==> src/design/ctl_defs.svh <==
`ifndef CTL_DEFS_SVH
`define CTL_DEFS_SVH

// Register byte offsets on the Avalon-MM slave
`define OFS_PRI_MASK 8'h00
`define OFS_SEC_MASK 8'h04
`define OFS_STEP 8'h08
`define OFS_STATUS 8'h0c
`define OFS_OFFSET_A 8'h10
`define OFS_OFFSET_B 8'h14
`define OFS_OFFSET_C 8'h18
`define OFS_OFFSET_D 8'h1c

// Reset values
`define PRI_MASK_RST 8'hff
`define SEC_MASK_RST 8'h00
`define STEP_RST 32'h0000_0001
`define OFFSET_RST 32'h0000_0000

// Status register field positions
`define ST_LOCK_LSB 0
`define ST_REF_OK 4
`define ST_PRI_PIN 5
`define ST_SEC_PIN 6
`define ST_PICK_LSB 7

// Sizes
`define OUT_CNT 8
`define LOOP_CNT 4
`define PIN_CNT 11

// Reference loss timing: no edge for this long means the reference is gone
`define CLK_PERIOD_NS 10
`define REF_LOSS_NS 1000
`define REF_LOSS_CYC (`REF_LOSS_NS / `CLK_PERIOD_NS)
`define REF_CNT_W 8

`endif

==> src/design/ctl_pkg.sv <==
package ctl_pkg;

  // Reference monitor states
  typedef enum logic {
    REF_LOST,
    REF_PRESENT
  } ref_state_type;

  // One bus word
  typedef logic [31:0] word_type;

endpackage

==> src/design/clk_ctl_pins.sv <==
`timescale 1ns/1ps
`include "ctl_defs.svh"
// Contract
// [RL1] Primary gate low passes outputs, high disables
// [RL2] Primary gate governs all outputs after reset
// [RL3] Secondary gate idle until its subset configured
// [RL4] Each loop drives own lock-status output
// [RL5] Flag reference loss on missing crystal activity
// [RL6] Loop-select value steers every step request
// [RL7] Step down lowers selected loop by step
// [RL8] Step up raises selected loop by step
// [RL9] Rising step edge is one request, select sampled
module clk_ctl_pins (
  input wire logic mclk,
  input wire logic reset_n,
  // Avalon-MM slave
  input wire logic [7:0] avs_address,
  input wire logic avs_read,
  input wire logic avs_write,
  input wire logic [31:0] avs_writedata,
  input wire logic [3:0] avs_byteenable,
  output logic [31:0] avs_readdata,
  output logic avs_waitrequest,
  // Control pins from the board
  input wire logic out_gate_primary_n,
  input wire logic out_gate_secondary_n,
  input wire logic loop_pick_bit0,
  input wire logic loop_pick_bit1,
  input wire logic freq_step_down,
  input wire logic freq_step_up,
  input wire logic ref_crystal_pins,
  // Lock indications from the four synthesis loops
  input wire logic [3:0] loop_locked,
  // Output clock enables, active high
  output logic [7:0] out_enable,
  // Status pins
  output logic loop_a_unlocked_n,
  output logic loop_b_unlocked_n,
  output logic loop_c_unlocked_n,
  output logic loop_d_unlocked_n,
  output logic ref_signal_missing_n,
  // Frequency offset of each loop
  output logic [31:0] loop_a_offset,
  output logic [31:0] loop_b_offset,
  output logic [31:0] loop_c_offset,
  output logic [31:0] loop_d_offset
);

  // Synchronised pins
  logic [`PIN_CNT-1:0] pins_s;
  logic pri_s;
  logic sec_s;
  logic [1:0] pick_s;
  logic [1:0] step_s;
  logic [1:0] step_pulse;
  logic ref_s;
  logic [3:0] lock_s;

  // Every pin is asynchronous to mclk, so all go through two flops
  pin_sync #(.W(`PIN_CNT)) u_sync (
    .mclk(mclk),
    .reset_n(reset_n),
    .d({loop_locked, ref_crystal_pins, freq_step_up, freq_step_down,
        loop_pick_bit1, loop_pick_bit0, out_gate_secondary_n,
        out_gate_primary_n}),
    .q(pins_s)
  );

  assign pri_s = pins_s[0];
  assign sec_s = pins_s[1];
  assign pick_s = pins_s[3:2];
  assign step_s = pins_s[5:4];
  assign ref_s = pins_s[6];
  assign lock_s = pins_s[10:7];

  // Index 0 is step down, index 1 is step up
  genvar e;
  generate
    for (e = 0; e < 2; e++) begin : g_edge
      // [RL9] Edge makes request
      rise_pulse u_rise (
        .mclk(mclk),
        .reset_n(reset_n),
        .level(step_s[e]),
        .pulse(step_pulse[e])
      );
    end
  endgenerate

  // Registers
  logic [7:0] pri_mask_r, pri_mask_nxt;
  logic [7:0] sec_mask_r, sec_mask_nxt;
  ctl_pkg::word_type step_r, step_nxt;
  ctl_pkg::word_type offset_r [`LOOP_CNT];
  ctl_pkg::word_type offset_nxt [`LOOP_CNT];
  logic wait_r, wait_nxt;
  ctl_pkg::word_type rdata_r, rdata_nxt;
  ctl_pkg::word_type rd_word;
  logic [7:0] out_en_r, out_en_nxt;
  logic [3:0] lock_n_r, lock_n_nxt;
  ctl_pkg::ref_state_type ref_state_r, ref_state_nxt;
  logic [`REF_CNT_W-1:0] ref_cnt_r, ref_cnt_nxt;
  logic ref_prev_r;
  logic ref_ok_r, ref_ok_nxt;
  logic req;

  assign req = avs_read | avs_write;

  // Merge write data into a word under the byte enables
  function automatic ctl_pkg::word_type be_merge(
    input ctl_pkg::word_type old_w,
    input ctl_pkg::word_type new_w,
    input logic [3:0] be
  );
    ctl_pkg::word_type res;
    res = old_w;
    for (int b = 0; b < 4; b++) begin
      if (be[b]) begin
        res[8*b +: 8] = new_w[8*b +: 8];
      end
    end
    return res;
  endfunction

  // Read mux; unmapped offsets read zero
  always_comb begin
    rd_word = '0;
    case (avs_address)
      `OFS_PRI_MASK: rd_word[7:0] = pri_mask_r;
      `OFS_SEC_MASK: rd_word[7:0] = sec_mask_r;
      `OFS_STEP: rd_word = step_r;
      `OFS_STATUS: begin
        rd_word[`ST_LOCK_LSB +: 4] = lock_n_r;
        rd_word[`ST_REF_OK] = ref_ok_r;
        rd_word[`ST_PRI_PIN] = pri_s;
        rd_word[`ST_SEC_PIN] = sec_s;
        rd_word[`ST_PICK_LSB +: 2] = pick_s;
      end
      `OFS_OFFSET_A: rd_word = offset_r[0];
      `OFS_OFFSET_B: rd_word = offset_r[1];
      `OFS_OFFSET_C: rd_word = offset_r[2];
      `OFS_OFFSET_D: rd_word = offset_r[3];
      default: rd_word = '0;
    endcase
  end

  // Bus handshake: one wait cycle, then the access completes
  always_comb begin
    pri_mask_nxt = pri_mask_r;
    sec_mask_nxt = sec_mask_r;
    step_nxt = step_r;
    wait_nxt = 1'b1;
    rdata_nxt = rdata_r;
    if (req && wait_r) begin
      // Read data captured now, so it stands when waitrequest drops
      wait_nxt = 1'b0;
      rdata_nxt = rd_word;
    end
    if (avs_write && !wait_r) begin
      case (avs_address)
        `OFS_PRI_MASK: begin
          // Only the low byte is kept; the upper bytes do not exist
          pri_mask_nxt = 8'(be_merge({24'h0, pri_mask_r}, avs_writedata,
                                     avs_byteenable));
        end
        `OFS_SEC_MASK: begin
          sec_mask_nxt = 8'(be_merge({24'h0, sec_mask_r}, avs_writedata,
                                     avs_byteenable));
        end
        `OFS_STEP: begin
          step_nxt = be_merge(step_r, avs_writedata, avs_byteenable);
        end
        // Read-only and unmapped offsets drop writes
        default: begin
        end
      endcase
    end
  end

  // Register the bus state; masks reset to primary-all, secondary-none
  always_ff @(posedge mclk or negedge reset_n) begin
    if (!reset_n) begin
      pri_mask_r <= `PRI_MASK_RST;
      sec_mask_r <= `SEC_MASK_RST;
      step_r <= `STEP_RST;
      wait_r <= 1'b1;
      rdata_r <= '0;
    end else begin
      pri_mask_r <= pri_mask_nxt;
      sec_mask_r <= sec_mask_nxt;
      step_r <= step_nxt;
      wait_r <= wait_nxt;
      rdata_r <= rdata_nxt;
    end
  end

  // Output gating: a gate pin high disables the outputs in its mask
  always_comb begin
    // [RL1] Primary gate level
    // [RL2] Primary mask default
    // [RL3] Secondary subset only
    out_en_nxt = ~((pri_mask_r & {8{pri_s}}) | (sec_mask_r & {8{sec_s}}));
  end

  // Lock status follows each loop, low while unlocked
  always_comb begin
    // [RL4] Per loop status
    lock_n_nxt = lock_s;
  end

  // Frequency offset per loop; up and down together cancel
  genvar g;
  generate
    for (g = 0; g < `LOOP_CNT; g++) begin : g_loop
      always_comb begin
        offset_nxt[g] = offset_r[g];
        // [RL6] Select picks loop
        if (pick_s == 2'(g)) begin
          if (step_pulse[1] && !step_pulse[0]) begin
            // [RL8] Raise by step
            offset_nxt[g] = offset_r[g] + step_r;
          end else if (step_pulse[0] && !step_pulse[1]) begin
            // [RL7] Lower by step
            offset_nxt[g] = offset_r[g] - step_r;
          end
        end
      end
      always_ff @(posedge mclk or negedge reset_n) begin
        if (!reset_n) begin
          offset_r[g] <= `OFFSET_RST;
        end else begin
          offset_r[g] <= offset_nxt[g];
        end
      end
    end
  endgenerate

  // Reference monitor: any edge proves activity, a long gap means loss
  always_comb begin
    ref_state_nxt = ref_state_r;
    ref_cnt_nxt = ref_cnt_r;
    case (ref_state_r)
      ctl_pkg::REF_LOST: begin
        ref_cnt_nxt = '0;
        if (ref_s != ref_prev_r) begin
          ref_state_nxt = ctl_pkg::REF_PRESENT;
        end
      end
      ctl_pkg::REF_PRESENT: begin
        // [RL5] Gap means loss
        if (ref_s != ref_prev_r) begin
          ref_cnt_nxt = '0;
        end else if (ref_cnt_r == `REF_CNT_W'(`REF_LOSS_CYC - 1)) begin
          ref_state_nxt = ctl_pkg::REF_LOST;
          ref_cnt_nxt = '0;
        end else begin
          ref_cnt_nxt = ref_cnt_r + `REF_CNT_W'(1);
        end
      end
      default: begin
        ref_state_nxt = ctl_pkg::REF_LOST;
        ref_cnt_nxt = '0;
      end
    endcase
    ref_ok_nxt = (ref_state_nxt == ctl_pkg::REF_PRESENT);
  end

  // Register outputs and monitor; reset shows outputs off, all alarms on
  always_ff @(posedge mclk or negedge reset_n) begin
    if (!reset_n) begin
      out_en_r <= '0;
      lock_n_r <= '0;
      ref_state_r <= ctl_pkg::REF_LOST;
      ref_cnt_r <= '0;
      ref_prev_r <= 1'b0;
      ref_ok_r <= 1'b0;
    end else begin
      out_en_r <= out_en_nxt;
      lock_n_r <= lock_n_nxt;
      ref_state_r <= ref_state_nxt;
      ref_cnt_r <= ref_cnt_nxt;
      ref_prev_r <= ref_s;
      ref_ok_r <= ref_ok_nxt;
    end
  end

  assign avs_readdata = rdata_r;
  assign avs_waitrequest = wait_r;
  assign out_enable = out_en_r;
  assign loop_a_unlocked_n = lock_n_r[0];
  assign loop_b_unlocked_n = lock_n_r[1];
  assign loop_c_unlocked_n = lock_n_r[2];
  assign loop_d_unlocked_n = lock_n_r[3];
  assign ref_signal_missing_n = ref_ok_r;
  assign loop_a_offset = offset_r[0];
  assign loop_b_offset = offset_r[1];
  assign loop_c_offset = offset_r[2];
  assign loop_d_offset = offset_r[3];
endmodule

==> src/design/pin_sync.sv <==
`timescale 1ns/1ps
// Two-stage synchroniser for a group of pin levels
module pin_sync #(
  parameter int W = 1
) (
  input wire logic mclk,
  input wire logic reset_n,
  input wire logic [W-1:0] d,
  output logic [W-1:0] q
);

  // First stage feeds only the second stage
  logic [W-1:0] meta_r;
  logic [W-1:0] q_r;

  // Both stages clear to zero, the pulled-down level
  always_ff @(posedge mclk or negedge reset_n) begin
    if (!reset_n) begin
      meta_r <= '0;
      q_r <= '0;
    end else begin
      meta_r <= d;
      q_r <= meta_r;
    end
  end

  assign q = q_r;

endmodule

==> src/design/rise_pulse.sv <==
`timescale 1ns/1ps
// One-cycle pulse on each rising edge of a synchronised level
module rise_pulse (
  input wire logic mclk,
  input wire logic reset_n,
  input wire logic level,
  output logic pulse
);

  // Previous level, cleared so a pin held high out of reset counts once
  logic prev_r;
  logic prev_nxt;

  // Next previous level
  always_comb begin
    prev_nxt = level;
  end

  // Register the level
  always_ff @(posedge mclk or negedge reset_n) begin
    if (!reset_n) begin
      prev_r <= 1'b0;
    end else begin
      prev_r <= prev_nxt;
    end
  end

  assign pulse = level & ~prev_r;

endmodule

==> config.mk <==
export PLATFORM = sky130hd
export DESIGN_NAME = clk_ctl_pins
export DESIGN_NICKNAME = d
export VERILOG_FILES = /design/src/design/ctl_pkg.sv /design/src/design/clk_ctl_pins.sv /design/src/design/pin_sync.sv /design/src/design/rise_pulse.sv
export VERILOG_INCLUDE_DIRS = /design/src /design/src/design
export SDC_FILE = /design/constraint.sdc
export NUM_CORES = 1
export LEC_CHECK = 0
export BUFFER_PORTS_ARGS = -buffer_cell sky130_fd_sc_hd__buf_4
export CAP_MARGIN = 20
export CORE_MARGIN = 10
export CORE_UTILIZATION = 45
export DETAILED_ROUTE_END_ITERATION = 8
export PLACE_DENSITY = 0.71
export SLEW_MARGIN = 0
export SYNTH_ARGS = -nofsm -noshare
export SYNTH_HDL_FRONTEND = slang
export SYNTH_HIERARCHICAL = 1
export SYNTH_SLANG_ARGS = --single-unit
==> constraint.sdc <==
create_clock -name mclk -period 8.88 [get_ports mclk]
set_clock_uncertainty 0.05 [all_clocks]
set_input_delay 1.776 -clock mclk [delete_from_list [all_inputs] [get_ports mclk]]
set_output_delay 1.776 -clock mclk [all_outputs]
set_load 0.01 [all_outputs]
==> impl_metrics.yaml <==
power_and_ir_drop:
  switching_share_pct: 41.25
  power_switching_uw: 2387
  p_seq_share_pct: 32.5
  clkPwrFrac_pct: 24.7
  power_uw: 5788
  p_int_uw: 3400
  combPwrFrac_pct: 42.9
  ir_drop_v: 0.0001904
  p_per_area_nw_per_um2: 280.3
  p_leak_uw: 0.01002
sta:
  period_needed_ns: 5.351
  rsz0062_at_grt: "false"
  setup_tns_ns: 0
  slew_headroom_pct: 28.01
  setup_viol: 0
  slew_violations: 0
  finalHoldViolations: 0
  fmax_ghz: 0.1869
  tightestPinTransition_ns: 1.072
  fin_crit_sh_pct: 60.26
setup_path:
  critPathKind: "reg -> reg"
  start_kind: "flop"
  cp.arrival_ns: 5.77
  cp.required_ns: 9.30
  worstPathMaxFanout: 31
  end_kind: "flop"
cells_and_area:
  final_cells: 2600
  area_growth_pct: 19.69
  fin_area_um2: 20650
  layout-drive-gt1-share_pct: 19.10
  fin_util_pct: 54.68
  antenna_cells: 0
  final_nets: 2282
  final_cell_mix: "dfrtp_1 (245), buf_4 (241), nand2_1 (197)"
  fill_cells: 3437
  final_common_cell: "dfrtp_1"
routing:
  vias_per_cell: 5.945
  drt-initial-drc-count: 1378
  drc_errors: 0
  dr.pass1.iters: 6
  wire_per_inst_um: 22.04
  wl_mm: 57.31
  ant_nets: 0
  vias: 15460
clocking:
  holdBufCountCts: 0
  clock-sinks: 255
  post-cts-setup-buffers: 0
  clkLatencyLatePin_ns: 0.60
  ctsResizeCount: 0
  clkTransAtPathRegs_ns: 0.06
  htreeDepth: 1
  cts_tree: "yes"
  clockBufferDepth: 3
  cts_buffers: 31
  root_buffer: "clkbuf_16"
die:
  rows: 71
  die_x_um: 215.8
  dieArea_um2: 46560
  ios: 233
  die_h_um: 215.8
  start_util_pct: 45.69
  placeableCoreArea_um2: 37760
yosys:
  synthArstFlopShare_pct: 100.0
  syn-cell-area_um2: 17250
  synth-edff-count: 0
  synthesis.nets: 2076
  yosysSeqAreaShare_pct: 37.07
  ys_warn_count: 6
  synth_cell_type_count: 84
  syn_inst: 1858
  avgSynthCellArea_um2: 9.284
  synthFlopType: "dfrtp_1"
  synth_seq_cells: 255
global_routing:
  overflow: 0
  globalRouteTotalUtil_pct: 23.89
  grt_start_max_net_pins: 154
  grt_pass1_vias: 15030
  antenna_found_initial: 0
  grt_pass1_wl_mm: 88.77
place:
  place_area_um2: 19470
  dp.cells: 2541
  io_buffers: 232
  hpwl_mm: 44.98
  globalplace.congestion: 0.9511
flow_run:
  maxCapViolCount: 0
hold_path:
  hold_path.class: "reg -> reg"
outcome:
  status: "completed"
[flip-flops by register name (all words and copies together), names as in the netlist]
name	cells
u_sync/meta_r	11
g_edge.u_rise/prev_r	2
step_r	32
ref_signal_missing_n	1
pri_mask_r	8
sec_mask_r	8
avs_waitrequest	1
ref_cnt_r	8
loop_d_offset	32
loop_b_offset	32
loop_c_offset	32
out_enable	8
ref_prev_r	1
lock_n_r	4
loop_a_offset	32
avs_readdata	32
u_sync/q	11
[stage by stage]
step | setup WS (ns) | hold WS [ns]
after floorplan | 4.791 | 0.2812
after global placement | 3.879 | 0.2821
after detailed placement | 3.607 | 0.2847
after CTS | 3.573 | 0.2983
after global routing | 3.070 | 0.3036
final | 3.529 | 0.2970
[metal layers]
layer / vias to the layer above / GRT usage, % / wire [um] / part of all wire [%]
met5: - / 0 / 0 / 0
met4: 0 / 6.102 / 1480 / 2.6
met3: 84 / 4.825 / 4612 / 8.0
met2: 580 / 36.44 / 25190 / 44
met1: 7521 / 33.82 / 26030 / 45
li1: 7272 / - / - / -
[synthesized netlist by cell type (all sizes together), types with 15 or more instances]
cell type,instances,area share [%]
xnor2,65,3.3
mux2,63,4.1
nand2b,20,0.73
a22oi,39,1.7
nand3,27,0.78
xor2,80,4.1
a21oi,124,3.6
ha,155,11
nor2,125,2.7
a222oi,26,1.5
clkbuf,64,1.4
and3,19,0.69
a211oi,15,0.68
a31oi,43,1.6
nor2b,20,0.81
inv,36,0.78
dfrtp,245,36
o21ai,193,5.6
nor3,27,0.81
nand2,198,4.3
nand4,19,0.69
a21o,64,2.8
o21a,16,0.70
[power by group through the flow]
stage                     Combinational, uW  Sequential, uW  Clock (uW)
after floorplan                        1510            1780           0
after global placement                 2430            1870           0
after detailed placement               2460            1880           0
after CTS                              2480            1860        1450
after global routing                   2760            1900        1500
final                                  2480            1880        1430
[cell type report]
cell class              instances  area [um2]  area share (%)
clock buffers                  46       932.1           4.515
multi-input cells            1495       10450           50.63
inverters                      37       138.9          0.6727
well taps                     511       639.4           3.097
clock inverters                12       230.2           1.115
repair buffers                244        1859           9.005
flip-flops and latches        255        6394           30.97
[kinds of logic after synthesis]
kind of cell / after synthesis / synth area share (%)
compound gates: 606 / 22.46
simple gates: 513 / 14.21
flops: 255 / 37.07
fa+ha+maj: 159 / 11.71
xor+xnor: 145 / 7.406
buf+inv: 108 / 2.437
mux: 72 / 4.708
[path summary, 6_finish.rpt]
check                      depth (start not counted)  slack (ns)              from                 to
max                                               18        3.53       u_sync/q[4]  loop_d_offset[31]
min                                                0        0.30  u_sync/meta_r[6]        u_sync/q[6]
max reg2reg                                       18        3.53       u_sync/q[4]  loop_d_offset[31]
min reg2reg                                        0        0.30  u_sync/meta_r[6]        u_sync/q[6]
max in group asynchronous                          2        6.33           reset_n  loop_a_offset[30]
min in group asynchronous                          1        1.12           reset_n  u_sync/meta_r[10]
[critical path: stages (launching register included)]
cell and delay, ns:
dfrtp_1 0.38, nor2b_4 0.12, inv_1 0.05, ha_1 0.84, a31o_2 0.26, o21ai_0 0.20, nor2_1 0.34, o21ai_0 0.18
xor2_1 0.77, ha_1 0.40, a21oi_1 0.14, o21ai_0 0.10, a21oi_1 0.20, nor2_1 0.06, nor4b_1 0.57, nor4_1 0.12
a21oi_1 0.17, and3_1 0.16, nand4b_1 0.09
Note: power is estimated with default switching activity, not from simulation.
